## src/hw/plbw_pkg.sv

```systemverilog
// Package: register map, field layout and reset values of the loop control
package plbw_pkg;
  // ---------------------------------------------------------------
  // Register indices (byte address is four times the index)
  // ---------------------------------------------------------------
  localparam logic [5:0] IDX_CTRL   = 6'h36; // loop_control_reg
  localparam logic [5:0] IDX_BWC    = 6'h37; // bandwidth control
  localparam logic [5:0] IDX_MULH   = 6'h38; // mult_high_reg
  localparam logic [5:0] IDX_MULL   = 6'h39; // mult_low_reg
  localparam logic [5:0] IDX_CENTER = 6'h3a; // vco_center_reg
  localparam logic [5:0] IDX_REFDIV = 6'h3b; // ref_divider_reg

  // ---------------------------------------------------------------
  // Field positions
  // ---------------------------------------------------------------
  localparam int CTRL_IRQ_EN  = 7;
  localparam int CTRL_IRQ_FLG = 6;
  localparam int CTRL_PON     = 5;
  localparam int CTRL_BSEL    = 4;
  localparam int CTRL_PRE_LO  = 2;
  localparam int CTRL_VPR_LO  = 0;
  localparam int BWC_AUTO     = 7;
  localparam int BWC_LOCK     = 6;
  localparam int BWC_ACQ      = 5;

  // ---------------------------------------------------------------
  // Reset values
  // ---------------------------------------------------------------
  localparam logic        RST_PON    = 1'b1;
  localparam logic [11:0] RST_MULT   = 12'h040;
  localparam logic [7:0]  RST_CENTER = 8'h40;
  localparam logic [3:0]  RST_REFDIV = 4'h1;

  // Bus answers
  localparam logic [1:0] RESP_OKAY   = 2'b00;
  localparam logic [1:0] RESP_SLVERR = 2'b10;
endpackage

```

## src/hw/plbw_ctrl.sv

```systemverilog
// Loop bandwidth mode control with lock flag, interrupt and divider fields
//
// Operation
// - fine_loop_select clear means acquisition mode, large VCO corrections.
// - Tracking mode whenever not acquiring or fine_loop_select set.
// - With automatic mode on, lock detector switches filter mode itself.
// - In automatic mode fine_loop_select is read-only, shows filter mode.
// - Automatic mode: fine_loop_select follows acquisition tolerance detector.
// - Automatic mode: freq_settled_flag follows lock tolerance, read-only.
// - Automatic mode with interrupt enabled: each lock toggle raises interrupt.
// - Manual mode: fine_loop_select is writable and sets filter mode.
// - Manual mode disables lock indicator and all loop interrupts.
// - Prescaler exponent is 0 to 3; VCO clock scales by its power.
// - Multiplier N is 12 bits, 1 to 4095, over two registers.
// - P, E, N, L and R writes accepted only while loop is off.
// - Flag sets on lock toggle, clears on control read, zero in manual.
// - In manual mode the interrupt enable ignores writes, reads zero.
// - Zero for R or N acts exactly as one.
// - No base select while off; no power off while base selected; a single write setting select and clearing power while on still does both.
//
// Design decisions made here: the placing of the registers and the AXI4-Lite interface to the registers.
`timescale 1ns/1ps
module plbw_ctrl (
  // Clock and reset
  input  wire logic        mclk,
  input  wire logic        reset_n,
  // AXI4-Lite write address and data
  input  wire logic [7:0]  s_axi_awaddr,
  input  wire logic        s_axi_awvalid,
  output logic             s_axi_awready,
  input  wire logic [31:0] s_axi_wdata,
  input  wire logic [3:0]  s_axi_wstrb,
  input  wire logic        s_axi_wvalid,
  output logic             s_axi_wready,
  // AXI4-Lite write response
  output logic [1:0]       s_axi_bresp,
  output logic             s_axi_bvalid,
  input  wire logic        s_axi_bready,
  // AXI4-Lite read
  input  wire logic [7:0]  s_axi_araddr,
  input  wire logic        s_axi_arvalid,
  output logic             s_axi_arready,
  output logic [31:0]      s_axi_rdata,
  output logic [1:0]       s_axi_rresp,
  output logic             s_axi_rvalid,
  input  wire logic        s_axi_rready,
  // Lock detector levels from the analog loop
  input  wire logic        acq_tol_in,
  input  wire logic        lock_tol_in,
  // Loop controls toward the analog loop and clock selector
  output logic             filter_track,
  output logic             loop_power_on,
  output logic             base_source_select,
  output logic [1:0]       vco_divider_exp,
  output logic [1:0]       vco_range_exp,
  output logic [11:0]      mult_eff,
  output logic [7:0]       vco_center,
  output logic [3:0]       ref_div_eff,
  // Status
  output logic             freq_settled_flag,
  output logic             loop_irq
);
  // ---------------------------------------------------------------
  // Detector synchronisation
  // ---------------------------------------------------------------
  logic [1:0] det_s;
  plbw_sync #(.WIDTH(2)) u_sync (
    .mclk     (mclk),
    .reset_n  (reset_n),
    .async_in ({lock_tol_in, acq_tol_in}),
    .sync_out (det_s)
  );

  // ---------------------------------------------------------------
  // State
  // ---------------------------------------------------------------
  logic        auto_r,    auto_nxt;
  logic        acq_r,     acq_nxt;
  logic        irq_en_r,  irq_en_nxt;
  logic        flag_r,    flag_nxt;
  logic        lock_q_r,  lock_q_nxt;
  logic        pon_r,     pon_nxt;
  logic        bsel_r,    bsel_nxt;
  logic [1:0]  pre_r,     pre_nxt;
  logic [1:0]  vpr_r,     vpr_nxt;
  logic [11:0] mult_r,    mult_nxt;
  logic [7:0]  center_r,  center_nxt;
  logic [3:0]  ref_r,     ref_nxt;
  logic [11:0] meff_r,    meff_nxt;
  logic [3:0]  reff_r,    reff_nxt;
  logic        awh_r,     awh_nxt;
  logic [7:0]  awa_r,     awa_nxt;
  logic        wh_r,      wh_nxt;
  logic [7:0]  wd_r,      wd_nxt;
  logic        ws_r,      ws_nxt;
  logic        bvalid_r,  bvalid_nxt;
  logic [1:0]  bresp_r,   bresp_nxt;
  logic        rvalid_r,  rvalid_nxt;
  logic [1:0]  rresp_r,   rresp_nxt;
  logic [7:0]  rdata_r,   rdata_nxt;

  logic        acq_s;
  logic        lock_s;
  logic        lock_st;
  logic        acq_rd;
  logic        aw_have;
  logic        w_have;
  logic        wr_fire;
  logic        rd_fire;
  logic [5:0]  wr_idx;
  logic [7:0]  wr_byte;
  logic        wr_en;
  logic [5:0]  rd_idx;
  logic        toggle;
  logic        ctrl_wr;
  logic        bwc_wr;
  logic        mull_wr;
  logic        ctrl_rd;

  assign acq_s  = det_s[0];
  assign lock_s = det_s[1];

  // ---------------------------------------------------------------
  // Mode and status views
  // ---------------------------------------------------------------
  // Lock indicator is disabled outside automatic mode
  assign lock_st = auto_r & lock_s;
  // Detector drives the filter in automatic mode, software otherwise
  assign acq_rd  = auto_r ? acq_s : acq_r;
  // Clear selects acquisition, set selects tracking
  assign filter_track = acq_rd;
  assign toggle  = auto_r & (lock_s != lock_q_r);

  // ---------------------------------------------------------------
  // Bus handshakes
  // ---------------------------------------------------------------
  assign s_axi_awready = !awh_r && !bvalid_r;
  assign s_axi_wready  = !wh_r && !bvalid_r;
  assign s_axi_arready = !rvalid_r;
  assign aw_have = awh_r | (s_axi_awvalid & s_axi_awready);
  assign w_have  = wh_r | (s_axi_wvalid & s_axi_wready);
  assign wr_fire = aw_have & w_have & !bvalid_r;
  assign rd_fire = s_axi_arvalid & s_axi_arready;
  assign wr_idx  = awh_r ? awa_r[7:2] : s_axi_awaddr[7:2];
  assign wr_byte = wh_r ? wd_r : s_axi_wdata[7:0];
  assign wr_en   = wr_fire & (wh_r ? ws_r : s_axi_wstrb[0]);
  assign rd_idx  = s_axi_araddr[7:2];
  assign ctrl_wr = wr_en && (wr_idx == plbw_pkg::IDX_CTRL);
  assign bwc_wr  = wr_en && (wr_idx == plbw_pkg::IDX_BWC);
  assign mull_wr = wr_en && (wr_idx == plbw_pkg::IDX_MULL);
  assign ctrl_rd = rd_fire && (rd_idx == plbw_pkg::IDX_CTRL);

  // Decode hit for either direction
  function automatic logic hit(input logic [5:0] idx);
    hit = (idx >= plbw_pkg::IDX_CTRL) && (idx <= plbw_pkg::IDX_REFDIV);
  endfunction

  // ---------------------------------------------------------------
  // Bus channel next state
  // ---------------------------------------------------------------
  always_comb begin
    awh_nxt    = awh_r;
    awa_nxt    = awa_r;
    wh_nxt     = wh_r;
    wd_nxt     = wd_r;
    ws_nxt     = ws_r;
    bvalid_nxt = bvalid_r;
    bresp_nxt  = bresp_r;
    rvalid_nxt = rvalid_r;
    rresp_nxt  = rresp_r;
    rdata_nxt  = rdata_r;
    if (wr_fire) begin
      awh_nxt    = 1'b0;
      wh_nxt     = 1'b0;
      bvalid_nxt = 1'b1;
      bresp_nxt  = hit(wr_idx) ? plbw_pkg::RESP_OKAY : plbw_pkg::RESP_SLVERR;
    end else begin
      // Park whichever half arrived first
      if (s_axi_awvalid && s_axi_awready) begin
        awh_nxt = 1'b1;
        awa_nxt = s_axi_awaddr;
      end
      if (s_axi_wvalid && s_axi_wready) begin
        wh_nxt = 1'b1;
        wd_nxt = s_axi_wdata[7:0];
        ws_nxt = s_axi_wstrb[0];
      end
    end
    if (bvalid_r && s_axi_bready) begin
      bvalid_nxt = 1'b0;
    end
    if (rd_fire) begin
      rvalid_nxt = 1'b1;
      rresp_nxt  = hit(rd_idx) ? plbw_pkg::RESP_OKAY : plbw_pkg::RESP_SLVERR;
      unique case (rd_idx)
        plbw_pkg::IDX_CTRL:   rdata_nxt = {irq_en_r, flag_r, pon_r, bsel_r,
                                           pre_r, vpr_r};
        plbw_pkg::IDX_BWC:    rdata_nxt = {auto_r, lock_st, acq_rd, 5'h00};
        plbw_pkg::IDX_MULH:   rdata_nxt = {4'h0, mult_r[11:8]};
        plbw_pkg::IDX_MULL:   rdata_nxt = mult_r[7:0];
        plbw_pkg::IDX_CENTER: rdata_nxt = center_r;
        plbw_pkg::IDX_REFDIV: rdata_nxt = {4'h0, ref_r};
        default:              rdata_nxt = 8'h00;
      endcase
    end else if (rvalid_r && s_axi_rready) begin
      rvalid_nxt = 1'b0;
    end
  end

  // ---------------------------------------------------------------
  // Control register next state
  // ---------------------------------------------------------------
  always_comb begin
    auto_nxt   = auto_r;
    acq_nxt    = acq_r;
    irq_en_nxt = irq_en_r;
    pon_nxt    = pon_r;
    bsel_nxt   = bsel_r;
    pre_nxt    = pre_r;
    vpr_nxt    = vpr_r;
    mult_nxt   = mult_r;
    center_nxt = center_r;
    ref_nxt    = ref_r;
    lock_q_nxt = lock_s;
    if (ctrl_wr) begin
      irq_en_nxt = wr_byte[plbw_pkg::CTRL_IRQ_EN] & auto_r;
      // Power stays on while the loop clock drives the base clock
      pon_nxt = bsel_r | wr_byte[plbw_pkg::CTRL_PON];
      // Selecting needs the loop already on and a nonzero center
      bsel_nxt = wr_byte[plbw_pkg::CTRL_BSEL] & pon_r &
                 (center_r != 8'h00);
      if (!pon_r) begin
        pre_nxt = wr_byte[plbw_pkg::CTRL_PRE_LO +: 2];
        vpr_nxt = wr_byte[plbw_pkg::CTRL_VPR_LO +: 2];
      end
    end
    if (bwc_wr) begin
      auto_nxt = wr_byte[plbw_pkg::BWC_AUTO];
      if (!auto_r) begin
        acq_nxt = wr_byte[plbw_pkg::BWC_ACQ];
      end
    end
    if (wr_en && !pon_r) begin
      unique case (wr_idx)
        plbw_pkg::IDX_MULH:   mult_nxt[11:8] = wr_byte[3:0];
        plbw_pkg::IDX_MULL:   mult_nxt[7:0]  = wr_byte;
        plbw_pkg::IDX_CENTER: center_nxt     = wr_byte;
        plbw_pkg::IDX_REFDIV: ref_nxt        = wr_byte[3:0];
        default:              ;
      endcase
    end
    // Leaving automatic mode forces the enable clear
    if (!auto_nxt) begin
      irq_en_nxt = 1'b0;
    end
  end

  // Flag: a toggle in the same cycle as the clearing read wins
  always_comb begin
    flag_nxt = toggle | (flag_r & !ctrl_rd);
    // Judged on the next mode, so leaving auto never leaves a stale flag
    if (!auto_nxt) begin
      flag_nxt = 1'b0;
    end
  end

  // Zero multipliers and dividers behave as one
  assign meff_nxt = (mult_nxt == 12'h000) ? 12'h001 : mult_nxt;
  assign reff_nxt = (ref_nxt == 4'h0) ? 4'h1 : ref_nxt;

  // ---------------------------------------------------------------
  // Registers
  // ---------------------------------------------------------------
  always_ff @(posedge mclk or negedge reset_n) begin
    if (!reset_n) begin
      auto_r   <= 1'b0;
      acq_r    <= 1'b0;
      irq_en_r <= 1'b0;
      flag_r   <= 1'b0;
      lock_q_r <= 1'b0;
      pon_r    <= plbw_pkg::RST_PON;
      bsel_r   <= 1'b0;
      pre_r    <= 2'h0;
      vpr_r    <= 2'h0;
      mult_r   <= plbw_pkg::RST_MULT;
      center_r <= plbw_pkg::RST_CENTER;
      ref_r    <= plbw_pkg::RST_REFDIV;
      meff_r   <= plbw_pkg::RST_MULT;
      reff_r   <= plbw_pkg::RST_REFDIV;
      awh_r    <= 1'b0;
      awa_r    <= 8'h00;
      wh_r     <= 1'b0;
      wd_r     <= 8'h00;
      ws_r     <= 1'b0;
      bvalid_r <= 1'b0;
      bresp_r  <= 2'h0;
      rvalid_r <= 1'b0;
      rresp_r  <= 2'h0;
      rdata_r  <= 8'h00;
    end else begin
      auto_r   <= auto_nxt;
      acq_r    <= acq_nxt;
      irq_en_r <= irq_en_nxt;
      flag_r   <= flag_nxt;
      lock_q_r <= lock_q_nxt;
      pon_r    <= pon_nxt;
      bsel_r   <= bsel_nxt;
      pre_r    <= pre_nxt;
      vpr_r    <= vpr_nxt;
      mult_r   <= mult_nxt;
      center_r <= center_nxt;
      ref_r    <= ref_nxt;
      meff_r   <= meff_nxt;
      reff_r   <= reff_nxt;
      awh_r    <= awh_nxt;
      awa_r    <= awa_nxt;
      wh_r     <= wh_nxt;
      wd_r     <= wd_nxt;
      ws_r     <= ws_nxt;
      bvalid_r <= bvalid_nxt;
      bresp_r  <= bresp_nxt;
      rvalid_r <= rvalid_nxt;
      rresp_r  <= rresp_nxt;
      rdata_r  <= rdata_nxt;
    end
  end

  // ---------------------------------------------------------------
  // Outputs
  // ---------------------------------------------------------------
  assign s_axi_bvalid       = bvalid_r;
  assign s_axi_bresp        = bresp_r;
  assign s_axi_rvalid       = rvalid_r;
  assign s_axi_rresp        = rresp_r;
  assign s_axi_rdata        = {24'h000000, rdata_r};
  assign loop_power_on      = pon_r;
  assign base_source_select = bsel_r;
  assign vco_divider_exp    = pre_r;
  assign vco_range_exp      = vpr_r;
  assign mult_eff           = meff_r;
  assign vco_center         = center_r;
  assign ref_div_eff        = reff_r;
  assign freq_settled_flag  = lock_st;
  // Interrupt only in automatic mode with the enable set
  assign loop_irq = flag_r & irq_en_r & auto_r;
endmodule

```

## src/hw/plbw_sync.sv

```systemverilog
// Two-flop synchroniser for a group of asynchronous level inputs
`timescale 1ns/1ps
module plbw_sync #(
  parameter int WIDTH = 2
) (
  // Clock and reset
  input  wire logic             mclk,
  input  wire logic             reset_n,
  // Levels
  input  wire logic [WIDTH-1:0] async_in,
  output logic      [WIDTH-1:0] sync_out
);
  // ---------------------------------------------------------------
  // One pair of flops per bit; the first flop feeds only the second
  // ---------------------------------------------------------------
  genvar gi;
  generate
    for (gi = 0; gi < WIDTH; gi++) begin : g_bit
      logic stage1_r;
      logic stage2_r;
      always_ff @(posedge mclk or negedge reset_n) begin
        if (!reset_n) begin
          stage1_r <= 1'b0;
          stage2_r <= 1'b0;
        end else begin
          stage1_r <= async_in[gi];
          stage2_r <= stage1_r;
        end
      end
      assign sync_out[gi] = stage2_r;
    end
  endgenerate
endmodule

```

## config.mk

```make
export PLATFORM = sky130hd
export DESIGN_NAME = plbw_ctrl
export DESIGN_NICKNAME = d
export VERILOG_FILES = /design/src/hw/plbw_pkg.sv /design/src/hw/plbw_ctrl.sv /design/src/hw/plbw_sync.sv
export SDC_FILE = /design/constraint.sdc
export NUM_CORES = 1
export LEC_CHECK = 0
export BUFFER_PORTS_ARGS = -buffer_cell sky130_fd_sc_hd__buf_2
export CORE_ASPECT_RATIO = 1.75
export CORE_UTILIZATION = 51
export DETAILED_ROUTE_END_ITERATION = 10
export GPL_TIMING_DRIVEN = 1
export PLACE_DENSITY = 0.81
export SETUP_SLACK_MARGIN = 0.02
export SKIP_LAST_GASP = 1
export SLEW_MARGIN = 10
export SYNTH_ARGS = -nofsm -noshare
export SYNTH_HDL_FRONTEND = slang
export SYNTH_SLANG_ARGS = --single-unit
```

## constraint.sdc

```tcl
create_clock -name mclk -period 2.85 [get_ports mclk]
set_input_delay 0 -clock mclk [delete_from_list [all_inputs] [get_ports mclk]]
set_output_delay 0 -clock mclk [all_outputs]
set_load 0.1 [all_outputs]
```

After elaboration in Yosys (flattened, before gate mapping)
Index checks and enable logic that the tools add are counted.

Register bits: 88. Output and inout bits: 74.

$lt $le $gt $ge: 4. Equal/unequal tests: 14. Muxes and demuxes: 26. Bitwise logic cells: 21. Reductions and logical operators: 30.

Operators by type and width (number): == test 6 bit, second input constant (12); case mux 8 bit (6 select lines) (1); 2-to-1 mux 12 bit (2); 2-to-1 mux 4 bit (4); 2-to-1 mux 8 bit (2); AND 1 bit (14); 2-to-1 mux 1 bit (14); greater-or-equal comparator 6 bit, second input constant (2); less-or-equal comparator 6 bit, second input constant (2); logical AND 1 bit (12); logical NOT 12 bit (1); AND reduction 2 bit (5); nonzero test 2 bit (4); nonzero test 8 bit (1); logical NOT 1 bit (6); 2-to-1 mux 6 bit (1); logical NOT 4 bit (1); 2-to-1 mux 2 bit (2); OR 1 bit (4); inverter 1 bit (3); inequality test 2 x 1 -> 1 bit, second input constant (1); inequality test 1 bit (1).

Longest topological paths before layout
Gate-level depths: netlist of run 1.

Word-level depth: 11. Depth in mapped cells: 8. Depth with buffers taken out: 5.

Cells and area by module
A second synthesis of run 1 with hierarchy kept.

Cells, all modules: 332. Area total of the unflattened synthesis: 4086.4 um^2.

By module, submodules not included: plbw_ctrl (times used 1, cells each 326, area each 3971.3 um^2, sequential area each 2009.4 um^2); plbw_sync (times used 1, cells each 6, area each 115.1 um^2, sequential area each 100.1 um^2).

Worst setup path before layout of run 1
No wires, ideal clock.

Path type: register to register. Start: register rvalid_r, in the netlist s_axi_rvalid. End: register rvalid_r, in the netlist s_axi_rvalid. Setup time: 0.163 ns. Arrival: 2.372 ns. Path slack: 0.315 ns. Stages on the path, launching flop included: 5. Buffers on the path: 1. Clock period less this slack: 2.535 ns. Cell sequence: dfrtp_1 inv_1 nand2_1 clkbuf_1 o21ai_0.

Cells in the longest elaborated chain, start to end: 3. Elaborated cells between the ends (all ways): 5.

Ends and longest elaborated chain: start, declared (line plbw_ctrl.sv:98) `logic rvalid_r, rvalid_nxt;`; start signal, assigned (line plbw_ctrl.sv:322) `rvalid_r <= rvalid_nxt;`; logical NOT 1 bit * (line plbw_ctrl.sv:139) `assign s_axi_arready = !rvalid_r;`; net s_axi_arready (line plbw_ctrl.sv:42) `output logic s_axi_arready,`; AND 1 bit * (line plbw_ctrl.sv:143) `assign rd_fire = s_axi_arvalid & s_axi_arready;`; 2-to-1 mux 1 bit / nonzero test 2 bit (equally long branches).

Mark *: on every way through the listed nets, which the timed path passes. The rest lies on a longest branch. A chain may end at the register's enable or synchronous reset.

Worst setup path in the final report of run 1
Start: register awh_r. End: register pre_r[1], in the netlist vco_divider_exp[1].

Cells in the longest elaborated chain, start to end: 9. Elaborated cells between the ends (all ways): 11.

Ends and longest elaborated chain: start, declared (line plbw_ctrl.sv:91) `logic awh_r, awh_nxt;`; start signal, assigned (line plbw_ctrl.sv:315) `awh_r <= awh_nxt;`; logical NOT 1 bit (line plbw_ctrl.sv:137) `assign s_axi_awready = !awh_r && !bvalid_r;`; logical AND 1 bit (line plbw_ctrl.sv:137); AND 1 bit (line plbw_ctrl.sv:140) `assign aw_have = awh_r | (s_axi_awvalid & s_axi_awready);`; OR 1 bit (line plbw_ctrl.sv:140); AND 1 bit (2 in a row) (line plbw_ctrl.sv:142) `assign wr_fire = aw_have & w_have & !bvalid_r;`; AND 1 bit (line plbw_ctrl.sv:146) `assign wr_en = wr_fire & (wh_r ? ws_r : s_axi_wstrb[0]);`; logical AND 1 bit * (line plbw_ctrl.sv:148) `assign ctrl_wr = wr_en && (wr_idx == plbw_pkg::IDX_CTRL);`; AND reduction 2 bit (no line) *; end signal, assigned (line plbw_ctrl.sv:308) `pre_r <= pre_nxt;`; end, declared (line plbw_ctrl.sv:84) `logic [1:0] pre_r, pre_nxt;`.

Mark *: on every way between the ends. The rest lies on a longest branch, timed or not.

==> results of run 1 <==
[worst max-delay path, stage by stage (launching register included)]
cell and delay, ns:
dfrtp_1 0.47, buf_4 0.21, or3b_2 0.47, a211oi_1 0.33, nand2_1 0.21, nor3_4 0.28, mux2_2 0.37
[metal layers]
metal	global-route usage [%]	vias up	part of all wire (%)
li1	-	1342	-
met1	23.2	1465	35
met2	41.8	91	56
met3	4.92	26	4.1
met4	15.2	0	4.8
met5	0	-	0
[logic make-up after synthesis]
logic type	synth area share (%)
DFF	51.8
muxes	22.9
and+or+nand+nor	11.1
AOI/OAI and AO/OA	7.71
buffers and inverters	6.18
xor gates and xnor gates	0.215
other	0.0921
[power by group through the flow]
stage / logic, µW / registers, µW / clock network [µW]
2_1_floorplan: 1180 / 2640 / 0
3_3_place_gp: 2410 / 1790 / 0
3_5_place_dp: 2460 / 1810 / 0
4_1_cts: 2500 / 1790 / 1190
5_1_grt: 2600 / 1840 / 1240
6_report: 2490 / 1800 / 1180
[cell usage in the layout (no fill, tap or decap), drive strengths merged, types with 3 or more instances in the layout]
cell type     n
mux4          4
nor2         14
nand2        23
a21oi         6
o21ai        15
nor2b         6
dlygate4sd3  21
mux2         65
clkbuf       12
a22oi         5
nand3b        4
nor3          6
dfstp         6
buf          82
a22o          3
nor4          5
inv           3
nor3b         3
dfrtp        78
mux2i        11
conb         26
nand3         6
[path summary, 6_finish.rpt]
path / startpoint / end / slack, ns / cells past startpoint
worst max-delay path: awh_r / vco_divider_exp[1] / 0.39 / 6
worst min-delay path: s_axi_wvalid / awh_r / 0.04 / 4
worst max register to register: awh_r / vco_divider_exp[1] / 0.39 / 6
worst min register to register: u_sync.g_bit[0].stage1_r / u_sync.g_bit[0].stage2_r / 0.35 / 0
max in group asynchronous: reset_n / s_axi_rvalid / 1.80 / 2
min in group asynchronous: reset_n / u_sync.g_bit[1].stage2_r / 0.38 / 2
[metrics by stage]
step                hold slack (ns)  instances  cell area, µm²  worst slack [ns]
finish                       0.0361        524            4970             0.390
global placement              0.109        487            4460             0.513
floorplan                    -0.296        352            4170             0.315
detailed placement            0.114        487            4460             0.421
global route                 0.0827        524            4970             0.286
CTS                          0.0373        524            4970             0.402
[timing repair]
action	CTS	global route
endpoints found under the setup margin	0	0
hold buffers	21	0
hold endpoints to repair	98	0
[cell type report]
type,count,share of cell area [%]
Sequential cell,84,42.4
Multi-Input combinational cell,230,36.3
Timing Repair Buffer,103,12.8
Clock buffer,12,5.16
Tap cell,88,2.21
Clock inverter,4,0.956
Inverter,3,0.226
==> run summary, run 1 <==
Die Area - 8360 µm²
Worst vdd ir - 1.02 mV
Final WL - 9.07 mm
Pwr/cell area - 1100 nW/µm²
Yosys top cell area share - 47.9%
Top-count cell post-synth - dfrtp_1
DRC viols - 0
Setup Total Neg Slack - 0 ns
Share of cells above drive strength 1 - 41.5%
GRT overflow - 0
#FFs+latches synth - 84
Synthesis-to-finish area growth - 22.2%
Combinational power share - 45.5%
CTS tree - done
Core Util, Final - 64.8%
Slew headroom - 31.3%
Post-synth EDFFs - 0
Min Clock Period, post-route - 2.46 ns
Pleak - 0.00251 µW
Synth async-reset ratio - 100%
Primary FF master, synth - dfrtp_1
Synth cell count leaders - dfrtp_1, mux2_2, buf_4, nand2_1, o21ai_0
CTS Root Cell - clkbuf_16
RSZ-0062 raised after global routing - no
Crit Path Class - reg -> reg
Ranking of synthesized cells by area - dfrtp_1, mux2_2, buf_4
First-pass GRT wire length - 14.6 mm
CP max FO - 10
Share of the yosys chip area belonging to registers - 51.8%
HPWL after DPL - 6.42 mm
Worst Path Required - 3.08 ns
Final Cycle Share - 86.3%
Diodes inserted - 0
Gr usage total - 23.0%
Via density - 5.58
Clock Latency Late Sink - 0.34 ns
RePlAce Congestion - 0.853
IO Count - 135
Syn avg cell area - 12.5 µm²
Die Y - 120 µm
DR pass1 iterations - 6
Clk pwr share - 21.6%
Longest Clk Path Bufs - 2
Yosys Warn Count - 0
Worst Skew - 0.00547 ns
Post-Syn Area - 4070 µm²
Slew Viols, Final - 0
Placeable Area - 7670 µm²
Multi-input gate area - 1800 µm²
Finish-stage setup viols - 0
Initial Util - 53.1%
Reg power frac - 32.9%
Vias in the first global route - 3074
Largest net degree at the start of global routing - 85
Status - finished, final reports clean
Internal power - 2870 µW
Cells after synthesis - 327
Synth area leader - dfrtp_1
Maximum clock frequency - 406 MHz
I/O Buffers - 77
Yosys cell types - 49
Wire per inst - 17.3 µm
CTS resizes - 0
Cell Rows - 42
DIE WIDTH - 69.5 µm
Clock Sinks - 84
Initial antenna violation count - 0
Crit end category - flop
Initial DRC Count - 166
Antenna viol nets, final - 0
Clock-pin slew on the worst setup and hold paths - 0.06 ns
Htree depth - 3
Postcts setup bufs - 0
Nets - 492
Slew of the pin with the lowest slew margin - 1.03 ns
Min-Delay Path Class - in -> reg
Worst path arrival time - 2.69 ns
Cts bufs inserted - 9
Fill cell count - 584
Switching share of power - 47.6%
Reg area - 2110 µm²
DR vias - 2924
Total power - 5470 µW
Switching power total - 2600 µW
Endpoints failing hold - 0
Maxcap violations - 0
Critical path launch point type - flop
Power figures use the tool's default switching activity.
==> inputs of run 2 (changes only) <==
- PLACE_DENSITY: 0.81 -> 0.85
==> run 2 against run 1 <==
Critical path type unchanged. Non-clock buffer count is 1 lower. Wire length is 4.7% lower. Flip-flop and latch count stayed put. First-iteration DRC count is 15% higher.
==> run summary, run 2 (synthesis gave the netlist of run 1 again) <==
Postcts setup bufs - 0 (unchanged)
Initial Util - 53.1% (unchanged)
R2R setup slack - 0.41 ns (+0.02 ns)
Pleak - 0.00248 µW (-1.1%)
Vias in the first global route - 2965 (-3.5%)
Final Cell Area - 4920 µm² (-1.0%)
Min Clock Period, post-route - 2.44 ns (-0.0193 ns)
Nets - 491 (-0.20%)
Synthesis-to-finish area growth - 21.0%
CTS resizes - 0 (unchanged)
Wire per inst - 16.5 µm (-4.5%)
Fill cell count - 591 (+1.2%)
CP max FO - 10 (unchanged)
Hold Buf Count CTS - 21 (unchanged)
CP Cell Sequence - or3b_2 > a211oi_1 > nand2_1 > nor3_4 > mux2_2
Pwr/cell area - 1080 nW/µm² (-2.2%)
Crit end category - flop
DRC viols - 0 (unchanged)
Total power - 5290 µW (-3.2%)
Cell Rows - 42 (unchanged)
Critical path launch point type - flop
Longest Clk Path Bufs - 2 (unchanged)
Final WL - 8.64 mm (-4.7%)
Antenna viol nets, final - 0 (unchanged)
Maxcap violations - 0 (unchanged)
Maximum clock frequency - 410 MHz (+0.79%)
Clock Sinks - 84 (unchanged)
Post-route insts no fill - 523 (-0.19%)
Finish-stage setup viols - 0 (unchanged)
First-pass GRT wire length - 14.3 mm (-2.4%)
Worst Skew - 0.00629 ns (+0.000814 ns)
Final Cycle Share - 85.6% (-0.68 points)
Slew of the pin with the lowest slew margin - 1.03 ns (+0.000112 ns)
Min-Delay Path Depth - 4 (unchanged)
WP buf/inv - 0 (-1)
Slew Viols, Final - 0 (unchanged)
Commonest non-fill, non-tap cell in the layout - dfrtp_1
Most frequent cells in the layout - dfrtp_1, buf_2, mux2_2, conb_1, nand2_1
Clock Latency Late Sink - 0.34 ns (about the same)
Htree depth - 3 (unchanged)
I/O Buffers - 77 (unchanged)
Worst path arrival time - 2.66 ns (-0.03 ns)
Initial DRC Count - 191 (+15%)
DIE WIDTH - 69.5 µm (unchanged)
Crit. path cell count - 5 (-1)
Hold Slack - 0.0877 ns (+0.0515 ns)
Slowest stage delay, CP - 0.51 ns (+0.04 ns)
DR pass1 iterations - 4 (-2)
Worst Path Required - 3.07 ns (about the same)
Reg area - 2110 µm² (unchanged)
CTS Root Cell - clkbuf_16
Worst vdd ir - 0.926 mV (-8.8%)
Min-Delay Path Class - in -> reg
Placed instance count - 486 (-0.21%)
Diodes inserted - 0 (unchanged)
CTS tree - done
Largest net degree at the start of global routing - 85 (unchanged)
RSZ-0062 raised after global routing - no
HPWL after DPL - 6.31 mm (-1.7%)
Clock-pin slew on the worst setup and hold paths - 0.05 ns (about the same)
Gr usage total - 22.4% (-0.64 points)
Status - finished, final reports clean
IO Count - 135 (unchanged)
Share of cells above drive strength 1 - 40.2% (-1.3 points)
Die Area - 8360 µm² (unchanged)
Via density - 5.53 (-0.97%)
Endpoints failing hold - 0 (unchanged)
Multi-input gate area - 1800 µm² (unchanged)
Critical-path top delay cell - or3b_2
RePlAce Congestion - 0.848 (-0.53%)
Cts bufs inserted - 9 (unchanged)
R2r worst-path depth - 5 (-1)
Delay-heaviest family, CP - simple AND/OR/NAND/NOR gates
GRT overflow - 0 (unchanged)
Die Y - 120 µm (unchanged)
Setup Total Neg Slack - 0 ns (unchanged)
Cell Area, Placed - 4450 µm² (-0.17%)
Placeable Area - 7670 µm² (unchanged)
Slew headroom - 31.3% (about the same)
Initial antenna violation count - 0 (unchanged)
Crit Path Class - reg -> reg
DR vias - 2890 (-1.2%)
run 2: final cells by class:
cell class	count	share of cell area (%)
Tap cell	88	2.24
Sequential cell	84	42.8
Timing Repair Buffer	102	12.8
Clock buffer	16	5.31
Multi-Input combinational cell	230	36.6
Inverter	3	0.229
run 2: through the flow:
stage	setup WS (ns)	util, %
2_1_floorplan	0.315	-
3_3_place_gp	0.504	58.0
3_5_place_dp	0.445	58.0
4_1_cts	0.436	64.2
5_1_grt	0.297	64.2
6_report	0.409	64.2
run 2: worst min-delay path, cell delays in order:
cell and delay, ns:
buf_2 0.10, nor2_1 0.08, nor2_1 0.13, nor2_1 0.06
run 2: metal layers:
metal  GRT usage (%)  wire length, µm
met5               0                0
met4            12.4              313
met3            4.67              336
met2            40.6             4730
met1            23.7             3260
run 2: final timing paths:
path                                     startpoint                        to
min in group asynchronous                   reset_n                  awa_r[5]
min reg2reg                u_sync.g_bit[0].stage1_r  u_sync.g_bit[0].stage2_r
min                                    s_axi_wvalid                     awh_r
max reg2reg                                   awh_r          vco_range_exp[1]
max                                           awh_r          vco_range_exp[1]
max in group asynchronous                   reset_n             vco_center[4]
run 2: power by group:
part / internal (µW) / switching [µW] / leakage [µW]
logic: 620 / 1840 / 0.00127
clock network: 616 / 425 / 0.000125
registers: 1520 / 268 / 0.00109
==> inputs of run 3 (changes only) <==
- REMOVE_ABC_BUFFERS: unset -> 1
==> run 3 against run 2 <==
Largest power group unchanged. Largest cell class unchanged. Critical path depth stayed put. Non-clock buffer count stayed put. Flip-flop and latch count unchanged. Clock-buffer cell count is 4 lower.
==> run summary, run 3 (synthesis gave the netlist of run 1 again) <==
Status - finished, final reports clean
Slew of the pin with the lowest slew margin - 1.02 ns (-0.00768 ns)
Endpoints failing hold - 0 (unchanged)
Share of cells above drive strength 1 - 41.6% (+1.4 points)
First-pass GRT wire length - 14.7 mm (+3.1%)
R2R setup slack - 0.22 ns (-0.19 ns)
Placed instance count - 486 (unchanged)
Pwr/cell area - 1110 nW/µm² (+3.4%)
Finish-stage setup viols - 0 (unchanged)
Maxcap violations - 0 (unchanged)
Reg2reg start - awh_r
Fill cell count - 588 (-0.51%)
Synthesis-to-finish area growth - 22.8%
Die Y - 120 µm (unchanged)
DRC viols - 0 (unchanged)
Clock Sinks - 84 (unchanged)
Post-route insts no fill - 523 (unchanged)
Largest net degree at the start of global routing - 85 (unchanged)
Worst vdd ir - 1.09 mV (+17%)
Worst Skew - 0.00418 ns (-0.00211 ns)
Critical path launch point type - flop
CTS tree - done
RSZ-0062 raised after global routing - no
Min-Delay Endpoint - awh_r
R2r worst-path depth - 5 (unchanged)
Vias in the first global route - 2934 (-1.0%)
Min-Delay Path Depth - 4 (unchanged)
Diodes inserted - 0 (unchanged)
Wire per inst - 17.0 µm (+3.0%)
Final Cycle Share - 92.4% (+6.7 points)
RePlAce Congestion - 0.812 (-4.3%)
Cell Rows - 42 (unchanged)
Commonest non-fill, non-tap cell in the layout - dfrtp_1
Maximum clock frequency - 380 MHz (-7.3%)
Setup Total Neg Slack - 0 ns (unchanged)
Min-Delay Path Class - in -> reg
CTS resizes - 0 (unchanged)
Cell Area, Placed - 4450 µm² (unchanged)
DR pass1 iterations - 4 (unchanged)
CTS Root Cell - clkbuf_16
Hold Slack - 0.0682 ns (-0.0195 ns)
Hold_sp - s_axi_wvalid
Clock-pin slew on the worst setup and hold paths - 0.06 ns (about the same)
Clock Latency Late Sink - 0.34 ns (about the same)
Gr usage total - 23.1% (+0.72 points)
Crit Path Class - reg -> reg
Via density - 5.57 (+0.76%)
Initial DRC Count - 174 (-8.9%)
Initial Util - 53.1% (unchanged)
Final WL - 8.90 mm (+3.0%)
Final Cell Area - 5000 µm² (+1.5%)
HPWL after DPL - 6.16 mm (-2.5%)
Reg area - 2110 µm² (unchanged)
Most frequent cells in the layout - dfrtp_1, buf_2, mux2_2, conb_1, nand2_1
Initial antenna violation count - 0 (unchanged)
CP max FO - 17 (+7)
RR Endpoint - ref_div_eff[3]
DIE WIDTH - 69.5 µm (unchanged)
Pleak - 0.00253 µW (+1.8%)
Cts bufs inserted - 9 (unchanged)
Longest Clk Path Bufs - 2 (unchanged)
Slew Viols, Final - 0 (unchanged)
Slew headroom - 31.8% (+0.51 points)
Nets - 491 (unchanged)
GRT overflow - 0 (unchanged)
I/O Buffers - 77 (unchanged)
Worst path arrival time - 2.85 ns (+0.19 ns)
Worst Path Required - 3.07 ns (about the same)
IO Count - 135 (unchanged)
Placeable Area - 7670 µm² (unchanged)
Crit end category - flop
Htree depth - 3 (unchanged)
Multi-input gate area - 1800 µm² (unchanged)
DR vias - 2912 (+0.76%)
Min Clock Period, post-route - 2.63 ns (+0.192 ns)
Die Area - 8360 µm² (unchanged)
Antenna viol nets, final - 0 (unchanged)
-- run 3: stage by stage --
stage	setup WS (ns)	total power [µW]	utilization, %
CTS	0.241	5570	65.2
floorplan	0.245	3760	-
detailed placement	0.266	4240	58.0
global route	0.0596	5780	65.2
finish	0.217	5560	65.2
global placement	0.387	4170	58.0
-- run 3: cell type report --
type,count,area share [%]
Timing Repair Buffer,102,12.6
Clock buffer,12,5.33
Inverter,3,0.225
Clock inverter,4,1.40
Sequential cell,84,42.2
Multi-Input combinational cell,230,36.1
Tap cell,88,2.20
-- run 3: worst max-delay path, stage by stage (launching register included) --
cell,delay [ns]
dfrtp_1,0.71
nand3_1,0.27
a2111oi_4,0.58
nor3b_2,0.34
nand3_2,0.26
mux2_2,0.35
-- run 3: routing by layer --
layer | up-vias | wire [µm] | GRT usage (%)
met5 | - | 0 | 0
met4 | 0 | 284 | 13.5
met3 | 23 | 454 | 4.42
met2 | 121 | 4900 | 40.3
met1 | 1426 | 3270 | 25.9
li1 | 1342 | - | -
-- run 3: repair_timing --
action                    CTS  global route
hold endpoints to repair   98             0
hold buffers               21             0
buffers inserted            0             0
-- run 3: how the worst max path moves through the flow --
stage                             from              to  depth (start not counted)
after floorplan           s_axi_rvalid      rdata_r[4]                          3
after global placement           awh_r  ref_div_eff[1]                          5
final                            awh_r  ref_div_eff[3]                          5
after detailed placement         awh_r  ref_div_eff[3]                          5
after global routing             awh_r  ref_div_eff[3]                          5
after CTS                        awh_r  ref_div_eff[3]                          5
-- run 3: power by group --
part	leakage (µW)	total [µW]	switching, µW	internal (µW)
logic	0.00127	2460	1840	616
registers	0.00109	1820	296	1520
clock network	0.000169	1280	448	835
total	0.00253	5560	2590	2970
